<file path="src/verilog/irq_gate_pkg.sv">
// Summary of operation
// - Five sources: two pins, two timers, serial.
// - Each source has its own enable bit.
// - Bit seven gates irq_request globally, not irq.
// - Bit four serial, bit three timer b.
// - Bit two pin b, one timer a, zero pin a.
// - Timer flags set at S5P2, polled next cycle.
// - Changing one enable leaves others untouched.
package irq_gate_pkg;

  // ----------------------------------------------------------------
  // Register offsets (byte addresses)
  // ----------------------------------------------------------------
  localparam logic [4:0] OFF_ENABLE  = 5'h00;
  localparam logic [4:0] OFF_STATUS  = 5'h04;
  localparam logic [4:0] OFF_MASK    = 5'h08;
  localparam logic [4:0] OFF_REQUEST = 5'h0c;
  localparam logic [4:0] OFF_PHASE   = 5'h10;
  localparam logic [4:0] OFF_EN_SET  = 5'h14;
  localparam logic [4:0] OFF_EN_CLR  = 5'h18;

  // ----------------------------------------------------------------
  // Enable register fields
  // ----------------------------------------------------------------
  localparam int SRC_COUNT       = 5;
  localparam int BIT_EXT_PIN_A   = 0;
  localparam int BIT_TIMER_A     = 1;
  localparam int BIT_EXT_PIN_B   = 2;
  localparam int BIT_TIMER_B     = 3;
  localparam int BIT_SERIAL      = 4;
  localparam int BIT_RSVD_LO     = 5;
  localparam int BIT_RSVD_HI     = 6;
  localparam int BIT_GLOBAL      = 7;
  localparam logic [7:0] ENABLE_IMPL  = 8'h9f;
  localparam logic [7:0] ENABLE_RESET = 8'h00;
  localparam logic [4:0] MASK_RESET   = 5'h00;
  localparam logic [4:0] STATUS_RESET = 5'h00;

  // ----------------------------------------------------------------
  // Machine cycle timing
  // ----------------------------------------------------------------
  localparam int         PHASES     = 12;
  localparam logic [3:0] PHASE_S5P2 = 4'h9;
  localparam logic [3:0] PHASE_LAST = 4'hb;

  // ----------------------------------------------------------------
  // Carriers
  // ----------------------------------------------------------------
  typedef struct packed {
    logic       valid;
    logic [4:0] src;
  } core_ack_t;

  typedef struct packed {
    logic [1:0]  sync_a;
    logic [1:0]  sync_b;
    logic        pin_a_q;
    logic        pin_b_q;
    logic        serial_q;
    logic [1:0]  ovf_hold;
    logic [7:0]  enable;
    logic [4:0]  pend;
    logic [4:0]  mask;
    logic [4:0]  request;
    logic        irq;
    logic        ack;
    logic [31:0] rdata;
  } gate_state_t;

  typedef struct packed {
    logic [3:0] phase;
    logic       s5p2;
  } phase_state_t;

endpackage

</file>
<file path="src/verilog/irq_gate_top.sv">
`timescale 1ns/1ps
module irq_gate_top #(
  parameter int ADDR_W = 5
) (
  input  wire logic                    mclk,
  input  wire logic                    rst,
  input  wire logic [ADDR_W-1:0]       address,
  input  wire logic                    read,
  input  wire logic                    write,
  input  wire logic [31:0]             writedata,
  output logic [31:0]                  readdata,
  output logic                         waitrequest,
  input  wire logic                    ext_irq_pin_a_n,
  input  wire logic                    ext_irq_pin_b_n,
  input  wire logic                    timer_a_overflow,
  input  wire logic                    timer_b_overflow,
  input  wire logic                    serial_req,
  input  wire irq_gate_pkg::core_ack_t core_ack,
  output logic [4:0]                   irq_request,
  output logic                         irq
);

  // ----------------------------------------------------------------
  // Elaboration check
  // ----------------------------------------------------------------
  if (ADDR_W < 5) begin : g_bad_addr
    $error("irq_gate_top: address must reach every register");
  end

  // ----------------------------------------------------------------
  // Declarations
  // ----------------------------------------------------------------
  irq_gate_pkg::gate_state_t st;
  irq_gate_pkg::gate_state_t next_st;
  logic [3:0]                phase;
  logic                      s5p2;
  logic [4:0]                ev;
  logic [4:0]                clr;
  logic [4:0]                presented;
  logic [4:0]                addr5;
  logic                      wr;
  logic                      hit;
  logic                      tmr_a_due;
  logic                      tmr_b_due;
  logic [7:0]                wbits;

  // ----------------------------------------------------------------
  // Register read decode
  // ----------------------------------------------------------------
  function automatic logic [31:0] read_mux(
    input logic [4:0]                a,
    input irq_gate_pkg::gate_state_t s,
    input logic [3:0]                ph
  );
    logic [31:0] d;
    d = 32'h0000_0000;
    unique case (a)
      irq_gate_pkg::OFF_ENABLE:  d[7:0] = s.enable;
      irq_gate_pkg::OFF_EN_SET:  d[7:0] = s.enable;
      irq_gate_pkg::OFF_EN_CLR:  d[7:0] = s.enable;
      irq_gate_pkg::OFF_STATUS:  d[4:0] = s.pend;
      irq_gate_pkg::OFF_MASK:    d[4:0] = s.mask;
      irq_gate_pkg::OFF_REQUEST: d[4:0] = s.request;
      irq_gate_pkg::OFF_PHASE:   d[3:0] = ph;
      default:                   d      = 32'h0000_0000;
    endcase
    return d;
  endfunction

  // ----------------------------------------------------------------
  // Machine cycle phases
  // ----------------------------------------------------------------
  machine_phase #(
    .PHASE_COUNT (irq_gate_pkg::PHASES)
  ) u_phase (
    .mclk  (mclk),
    .rst   (rst),
    .phase (phase),
    .s5p2  (s5p2)
  );

  // ----------------------------------------------------------------
  // Next state
  // ----------------------------------------------------------------
  always_comb begin
    next_st = st;
    addr5   = address[4:0];

    // Pin synchronisers and edge memory
    next_st.sync_a   = {st.sync_a[0], ext_irq_pin_a_n};
    next_st.sync_b   = {st.sync_b[0], ext_irq_pin_b_n};
    next_st.pin_a_q  = st.sync_a[1];
    next_st.pin_b_q  = st.sync_b[1];
    next_st.serial_q = serial_req;

    // Bus handshake: one wait cycle, then the answer
    hit          = (read | write) & ~st.ack;
    next_st.ack  = hit;
    wr           = write & st.ack;
    wbits        = writedata[7:0] & irq_gate_pkg::ENABLE_IMPL;
    if (hit && read) begin
      next_st.rdata = read_mux(addr5, st, phase);
    end

    // Timer overflows wait for S5P2 of their machine cycle
    tmr_a_due = st.ovf_hold[0] | timer_a_overflow;
    tmr_b_due = st.ovf_hold[1] | timer_b_overflow;
    next_st.ovf_hold[0] = tmr_a_due & ~s5p2;
    next_st.ovf_hold[1] = tmr_b_due & ~s5p2;

    // Source events
    ev = 5'h00;
    ev[irq_gate_pkg::BIT_EXT_PIN_A] = st.pin_a_q & ~st.sync_a[1];
    ev[irq_gate_pkg::BIT_EXT_PIN_B] = st.pin_b_q & ~st.sync_b[1];
    ev[irq_gate_pkg::BIT_TIMER_A]   = tmr_a_due & s5p2;
    ev[irq_gate_pkg::BIT_TIMER_B]   = tmr_b_due & s5p2;
    ev[irq_gate_pkg::BIT_SERIAL]    = serial_req & ~st.serial_q;

    // Clears from software and from the core; a new event wins
    clr = 5'h00;
    if (wr && addr5 == irq_gate_pkg::OFF_STATUS) begin
      clr = writedata[4:0];
    end
    if (core_ack.valid) begin
      clr = clr | core_ack.src;
    end
    next_st.pend = (st.pend & ~clr) | ev;

    // Enable and mask register writes
    if (wr) begin
      unique case (addr5)
        irq_gate_pkg::OFF_ENABLE: begin
          next_st.enable = wbits;
        end
        irq_gate_pkg::OFF_EN_SET: begin
          next_st.enable = st.enable | wbits;
        end
        irq_gate_pkg::OFF_EN_CLR: begin
          next_st.enable = st.enable & ~wbits;
        end
        irq_gate_pkg::OFF_MASK: begin
          next_st.mask = writedata[4:0];
        end
        default: begin
          next_st.enable = st.enable;
        end
      endcase
    end

    // Requests presented to the core, sampled once per machine cycle
    presented = st.pend & st.enable[4:0]
              & {5{st.enable[irq_gate_pkg::BIT_GLOBAL]}};
    if (s5p2) begin
      next_st.request = presented;
    end

    // Software interrupt line
    next_st.irq = |(next_st.pend & next_st.mask);
  end

  // ----------------------------------------------------------------
  // State register
  // ----------------------------------------------------------------
  always_ff @(posedge mclk or posedge rst) begin
    if (rst) begin
      st          <= '0;
      st.sync_a   <= 2'h3;
      st.sync_b   <= 2'h3;
      st.pin_a_q  <= 1'b1;
      st.pin_b_q  <= 1'b1;
      st.enable   <= irq_gate_pkg::ENABLE_RESET;
      st.pend     <= irq_gate_pkg::STATUS_RESET;
      st.mask     <= irq_gate_pkg::MASK_RESET;
    end else begin
      st <= next_st;
    end
  end

  // ----------------------------------------------------------------
  // Outputs
  // ----------------------------------------------------------------
  assign waitrequest = (read | write) & ~st.ack;
  assign readdata    = st.rdata;
  assign irq_request = st.request;
  assign irq         = st.irq;

  // ----------------------------------------------------------------
  // Assertions
  // ----------------------------------------------------------------
  a_pin_a_event: assert property (
    @(posedge mclk) disable iff (rst)
    (st.pin_a_q && !st.sync_a[1])
      |=> st.pend[irq_gate_pkg::BIT_EXT_PIN_A])
    else $error("pin a fall did not set its pending flag");

  a_serial_event: assert property (
    @(posedge mclk) disable iff (rst)
    (serial_req && !st.serial_q) |=> st.pend[irq_gate_pkg::BIT_SERIAL])
    else $error("serial request did not set its pending flag");

  a_enable_blocks: assert property (
    @(posedge mclk) disable iff (rst)
    s5p2 |=> (irq_request & ~$past(st.enable[4:0])) == 5'h00)
    else $error("disabled source reached the core");

  a_global_gate: assert property (
    @(posedge mclk) disable iff (rst)
    (s5p2 && !st.enable[irq_gate_pkg::BIT_GLOBAL])
      |=> (irq_request == 5'h00) [*3])
    else $error("request presented with the global gate closed");

  a_reserved_zero: assert property (
    @(posedge mclk) disable iff (rst)
    st.enable[irq_gate_pkg::BIT_RSVD_HI:irq_gate_pkg::BIT_RSVD_LO] == 2'h0)
    else $error("reserved enable bits hold a one");

  a_serial_bit: assert property (
    @(posedge mclk) disable iff (rst)
    (wr && addr5 == irq_gate_pkg::OFF_ENABLE)
      |=> st.enable[irq_gate_pkg::BIT_SERIAL] == $past(writedata[4])
       && st.enable[irq_gate_pkg::BIT_TIMER_B] == $past(writedata[3]))
    else $error("serial or timer b enable not at its bit");

  a_low_bits: assert property (
    @(posedge mclk) disable iff (rst)
    (wr && addr5 == irq_gate_pkg::OFF_ENABLE)
      |=> st.enable[2:0] == $past(writedata[2:0]))
    else $error("pin or timer a enable not at its bit");

  a_timer_phase: assert property (
    @(posedge mclk) disable iff (rst)
    $rose(st.pend[irq_gate_pkg::BIT_TIMER_A]) |-> $past(s5p2))
    else $error("timer a flag set away from S5P2");

  a_timer_wait: assert property (
    @(posedge mclk) disable iff (rst)
    (timer_b_overflow && !core_ack.valid && !wr)
      |-> ##[1:12] st.pend[irq_gate_pkg::BIT_TIMER_B])
    else $error("timer b overflow not flagged within a machine cycle");

  a_set_alone: assert property (
    @(posedge mclk) disable iff (rst)
    (wr && addr5 == irq_gate_pkg::OFF_EN_SET)
      |=> st.enable == ($past(st.enable)
          | ($past(writedata[7:0]) & irq_gate_pkg::ENABLE_IMPL)))
    else $error("enable set touched other sources");

  a_clear_alone: assert property (
    @(posedge mclk) disable iff (rst)
    (wr && addr5 == irq_gate_pkg::OFF_EN_CLR)
      |=> st.enable == ($past(st.enable)
          & ~($past(writedata[7:0]) & irq_gate_pkg::ENABLE_IMPL)))
    else $error("enable clear touched other sources");

  a_request_form: assert property (
    @(posedge mclk) disable iff (rst)
    s5p2 |=> irq_request == ($past(st.pend) & $past(st.enable[4:0])
           & {5{$past(st.enable[irq_gate_pkg::BIT_GLOBAL])}}))
    else $error("presented request differs from gated pending flags");

  a_bus_answer: assert property (
    @(posedge mclk) disable iff (rst)
    ((read || write) && waitrequest) |=> !waitrequest)
    else $error("bus answer later than one wait cycle");

  a_irq_line: assert property (
    @(posedge mclk) disable iff (rst)
    irq == |(st.pend & st.mask))
    else $error("interrupt line disagrees with status and mask");

  a_pin_b_event: assert property (
    @(posedge mclk) disable iff (rst)
    (st.pin_b_q && !st.sync_b[1])
      |=> st.pend[irq_gate_pkg::BIT_EXT_PIN_B])
    else $error("pin b fall did not set its pending flag");

  a_timer_b_phase: assert property (
    @(posedge mclk) disable iff (rst)
    $rose(st.pend[irq_gate_pkg::BIT_TIMER_B]) |-> $past(s5p2))
    else $error("timer b flag set away from S5P2");

  a_timer_a_wait: assert property (
    @(posedge mclk) disable iff (rst)
    (timer_a_overflow && !core_ack.valid && !wr)
      |-> ##[1:12] st.pend[irq_gate_pkg::BIT_TIMER_A])
    else $error("timer a overflow not flagged within a machine cycle");

  a_ack_clears: assert property (
    @(posedge mclk) disable iff (rst)
    core_ack.valid
      |=> (st.pend & $past(core_ack.src) & ~$past(ev)) == 5'h00)
    else $error("core acknowledge left its pending flag set");

  a_status_clear: assert property (
    @(posedge mclk) disable iff (rst)
    (wr && addr5 == irq_gate_pkg::OFF_STATUS)
      |=> (st.pend & $past(writedata[4:0]) & ~$past(ev)) == 5'h00)
    else $error("status write of one left its flag set");

  a_request_hold: assert property (
    @(posedge mclk) disable iff (rst)
    !s5p2 |=> $stable(irq_request))
    else $error("presented request changed between polls");

  a_mask_write: assert property (
    @(posedge mclk) disable iff (rst)
    (wr && addr5 == irq_gate_pkg::OFF_MASK)
      |=> st.mask == $past(writedata[4:0]))
    else $error("mask register did not take the written value");

endmodule

</file>
<file path="src/verilog/machine_phase.sv">
`timescale 1ns/1ps
module machine_phase #(
  parameter int PHASE_COUNT = irq_gate_pkg::PHASES
) (
  input  wire logic       mclk,
  input  wire logic       rst,
  output logic [3:0]      phase,
  output logic            s5p2
);

  // ----------------------------------------------------------------
  // Elaboration check
  // ----------------------------------------------------------------
  if (PHASE_COUNT != irq_gate_pkg::PHASES) begin : g_bad_count
    $error("machine_phase: phase count must match the cycle layout");
  end

  // ----------------------------------------------------------------
  // Phase counter
  // ----------------------------------------------------------------
  irq_gate_pkg::phase_state_t st;
  irq_gate_pkg::phase_state_t next_st;

  always_comb begin
    next_st = st;
    if (st.phase == irq_gate_pkg::PHASE_LAST) begin
      next_st.phase = 4'h0;
    end else begin
      next_st.phase = st.phase + 4'h1;
    end
    next_st.s5p2 = (next_st.phase == irq_gate_pkg::PHASE_S5P2);
  end

  always_ff @(posedge mclk or posedge rst) begin
    if (rst) begin
      st <= '0;
    end else begin
      st <= next_st;
    end
  end

  assign phase = st.phase;
  assign s5p2  = st.s5p2;

endmodule

</file>
<file path="config.mk">
export PLATFORM = sky130hd
export DESIGN_NAME = irq_gate_top
export DESIGN_NICKNAME = d
export VERILOG_FILES = /design/src/verilog/irq_gate_pkg.sv /design/src/verilog/irq_gate_top.sv /design/src/verilog/machine_phase.sv
export SDC_FILE = /design/constraint.sdc
export NUM_CORES = 1
export LEC_CHECK = 0
export BUFFER_PORTS_ARGS = -buffer_cell sky130_fd_sc_hd__buf_2
export CORE_MARGIN = 3
export CORE_UTILIZATION = 39
export CTS_CLUSTER_DIAMETER = 80
export DETAILED_ROUTE_END_ITERATION = 16
export GPL_ROUTABILITY_DRIVEN = 1
export GPL_TIMING_DRIVEN = 0
export PLACE_DENSITY_LB_ADDON = 0.08
export SETUP_SLACK_MARGIN = 0.05
export SLEW_MARGIN = 25
export SYNTH_ARGS = -nofsm -noshare
export SYNTH_HDL_FRONTEND = slang
export SYNTH_HIERARCHICAL = 1
export SYNTH_SLANG_ARGS = --single-unit
export TNS_END_PERCENT = 20
</file>
<file path="constraint.sdc">
create_clock -name mclk -period 3.2 [get_ports mclk]
set_clock_uncertainty 0.05 [all_clocks]
set_input_delay 0.64 -clock mclk [delete_from_list [all_inputs] [get_ports mclk]]
set_output_delay 0.64 -clock mclk [all_outputs]
set_load 0.1 [all_outputs]
</file>
### After elaboration in Yosys (flattened, before gate mapping)

Cells that the tools add are included.

* input port bits: 52
* output and inout bits: 39
* register bits after elaboration: 47
* word-level logic and storage cells: 67

* reductions and logical operators: 7
* add/subtract/negate cells: 1
* muxes and demuxes: 9
* eq/ne operators: 8
* bitwise gates (word level): 27

Operator list (number)
* $pmux W8 S3: 1
* $and A5 B5 Y5: 4
* $mux W5: 4
* $pmux W4 S5: 1
* $eq A5 B5 Y1 const B: 3
* $eq A5 B4 Y1 const B: 2
* $or A5 B5 Y5: 2
* $and A1 B1 Y1: 9
* $and A8 B8 Y8: 1
* $eq A4 B4 Y1 const B: 2
* $not A8 Y8: 1
* $or A8 B8 Y8: 1
* $eq A5 B3 Y1 const B: 1
* $logic_not A5 Y1: 1
* $not A1 Y1: 5
* $not A5 Y5: 1
* $reduce_or A5 Y1: 1
* $add A4 B1 Y4 const B: 1
* $mux W4: 1
* $pmux W1 S4: 1
* $mux W3: 1
* $or A1 B1 Y1: 3
* $reduce_bool A3 Y1: 1
* $reduce_or A3 Y1: 1
* 2 further kinds: 3

### Logic depth before layout (Yosys ltp)

* depth after elaboration: 10
* gate-level depth with buffers: 7
* mapped depth without buffers: 5

### Modules after synthesis

Netlist, hierarchy kept.

By module, submodules not included
* irq_gate_top: cells an instance 201, times used 1, seq. area each 958.4 µm², area an instance 2026.9 µm²
* machine_phase: cells an instance 21, times used 1, seq. area each 125.1 µm², area an instance 234.0 µm²

### Worst setup path after synthesis

OpenSTA, ideal clock, no wires.

* kind: input to register
* start: in address[4]
* end: reg st, in the netlist irq
* data required time: 3021 ps
* cell stages on the path: 7
* library setup time: 129 ps
* slack: 510 ps
* arrival: 2511 ps
* path through: buf_6 -> or4b_1 -> buf_2 -> nor3_4 -> mux2_2 -> a22o_1 -> a2111o_1

RTL lines
* from (decl): RTL line irq_gate_top.sv:7 `input wire logic [ADDR_W-1:0] address,`
* to (signal assigned): RTL line irq_gate_top.sv:175 `st <= next_st;`
* to (decl): RTL line irq_gate_top.sv:33 `irq_gate_pkg::gate_state_t st;`

==> metrics <==
# hold bufs at CTS=0; CP Class=input pin to flip-flop; Top Layer Used=met4; crit-path max FO=6; register area share after synthesis=0.479; Yosys reg bits=between 40 and 50; Synth Instances=222; Post-synth EDFFs=0; Post-Layout Cell Count=365; logic gate share of total power=0.277; synthesized cell area=0.00226 mm2; CTS H-tree depth=2; Layout Nets=346; Num CTS Buffers=5; initial antenna violation count=0; clock latency on the worst-skew pair=0.30 ns; final instance area=0.00276 mm2; Yosys top cell area share=0.410; status=complete, no violations; P&R area growth vs syn=21.9%; GR Overflow Total=0; drt total wl=4990 um; Worst VDD drop=between 0.2 and 0.3 mV; routed length on met2=2310 um; Starting Density=0.406; synth unique cells=46; Slew @ Worst Pin=about 0.94 ns; Via density=4.64; Iter 0 DRT Violations=119; commonest cells in the synthesized netlist=buf_4 (37), dfrtp_1 (37), o21ai_0 (19); Setup TNS=0 ns; top_reg_cell synth=dfrtp_1; all-layer global routing usage=0.156; 1st-pass router iterations=4; IO Port Bufs=37; final setup vio count=0; Pwr Density=496 mW/mm2; Final Core Density=0.495; CP Capture Type=flip-flop; Max-Slew Margin vs Limit=0.367; Pint=0.847 mW; RSZ-0062 raised after global routing=no; post-CTS sizing=0; M1 WL=2250 um; Max Slew Vio Count=0; ys async rst share=1.00; largest cells by area after synthesis=dfrtp_1 (41%), buf_4 (12%), dfstp_2 (7.0%); Startpoint Class=input pin; Root Buffer=clkbuf_8; share of cells above drive strength 1=0.355; DIE WIDTH=just over 80 um; post-synthesis cell type with the largest combined area=dfrtp_1; post-DP HPWL=~3800 um; share of power burned in registers=0.462; clock sink count=43; Post-Syn Area per Cell=10.2 um2; min Tclk post-route=2.66 ns; Arr. time, crit path=about 2.8 ns; Core ar.=roughly 0.0056 mm2; Max Freq=376 MHz; placed cells=357; YS warnings=6; Rows=27; largest net degree at the start of global routing=22; switch share=0.381; Worst EP required=3.34 ns; GPL Wtd Cong=0.779; period utilization=0.831; postcts setup bufs=0; first-pass GRT wire length=between 7000 and 8000 um; number of diodes=0; # IOs=91; vias=around 1700; vias in the first global route=about 1500; Lkg Pwr=1.37 nW; WL per Instance=13.7 um; Routed met3 length=325 um; CTS Buffer Depth=2; clock slew at reported path FFs=0.09 ns; # DRC=0; Max Cap Viol=0; clock network fraction of design power=0.261; Placed Instance Area=0.00266 mm2; final hold violations=0; Die Y=82.1 um; TritonCTS clock tree=yes; P_sw=between 0.5 and 0.6 mW; die area=0.00675 mm2; ANT nets after route=0; worst hold path type=input pin to async pin
[cell type report]
cell class / instances / area (um2)
clock inverter: 3 / 23.8
clock buffer: 5 / 68.8
buffer: 43 / 310
sequential: 43 / 1080
tap: 72 / 90.1
multi-input combinational: 149 / 922
fill: 555 / 2820
timing repair buffer: 38 / 213
inverter: 12 / 45.0
[flip-flops by register name, indices dropped and copies added (netlist names)]
name,count
st,22
readdata,6
irq_request,5
next_st,4
u_phase/phase,4
irq,1
u_phase/s5p2,1
[final timing paths]
kind | slack (ns) | depth (start not counted) | from | to
min in group mclk | 0.31 | 0 | next_st[65] | next_st[61]
min | 0.19 | 2 | rst | u_phase/s5p2
max in group asynchronous | 2.22 | 3 | rst | st[61]
min reg2reg | 0.31 | 0 | next_st[65] | next_st[61]
max reg2reg | 1.23 | 5 | st[32] | irq
max | 0.54 | 7 | address[1] | irq
[worst max-delay path: stages]
cell,delay [ns]
buf_2,0.13
or4b_1,0.51
buf_2,0.19
nor3_4,0.36
mux2_2,0.40
a22o_1,0.22
a2111o_1,0.34
[power by group through the flow]
stage / clock (mW) / sequential (mW) / combinational, mW
finish: 0.357 / 0.632 / 0.379
global route: 0.395 / 0.638 / 0.402
CTS: 0.372 / 0.632 / 0.380
detailed placement: 0 / 0.642 / 0.379
global placement: 0 / 0.640 / 0.373
floorplan: 0 / 0.659 / 0.294
[cell families (layout without fill, tap and decap cells)]
family                   count (synthesis)  after routing  synth area share
buffers and inverters                   55            101             0.157
flip-flops                              43             43             0.479
other                                    1             26           0.00166
AND/OR/NAND/NOR                         60             60             0.141
adder cells (fa/ha/maj)                  2              2            0.0111
AO/OA/AOI/OAI                           47             47             0.146
XOR/XNOR                                 4              4            0.0155
multiplexers                            10             10            0.0487
[cells in the final DEF (no fill, tap or decap), types with 2 or more instances in the layout]
| cell type | n |
|---|---|
| a21oi_1 | 4 |
| a221o_1 | 4 |
| a22o_1 | 7 |
| a31oi_1 | 2 |
| and2_1 | 2 |
| buf_2 | 39 |
| buf_4 | 37 |
| clkbuf_1 | 2 |
| clkbuf_8 | 5 |
| clkinvlp_4 | 2 |
| conb_1 | 26 |
| dfrtp_1 | 37 |
| dfstp_2 | 6 |
| ha_1 | 2 |
| inv_1 | 11 |
| mux2_2 | 4 |
| mux2i_1 | 5 |
| nand2_1 | 17 |
| nand2b_1 | 3 |
| nand3_1 | 8 |
| nand3b_1 | 2 |
| nand4_1 | 5 |
| nor2_1 | 13 |
| nor3_1 | 2 |
| nor3b_1 | 2 |
| o21ai_0 | 19 |
| xor2_1 | 3 |
[through the flow]
step / total power [mW] / hold slack, ns / setup slack [ns]
detailed placement: 1.02 / 0.298 / 0.208
global placement: 1.01 / 0.296 / 0.217
CTS: 1.38 / 0.188 / 0.536
global route: 1.44 / 0.201 / 0.484
finish: 1.37 / 0.190 / 0.540
floorplan: 0.953 / 0.295 / 0.510
[layer usage]
metal / track usage / up-vias
met3: 0.0347 / 10
met5: 0 / -
met4: 0.0565 / 0
met2: 0.250 / 64
met1: 0.208 / 773
li1: - / 848
No activity file was read; power rests on OpenSTA's default activity.
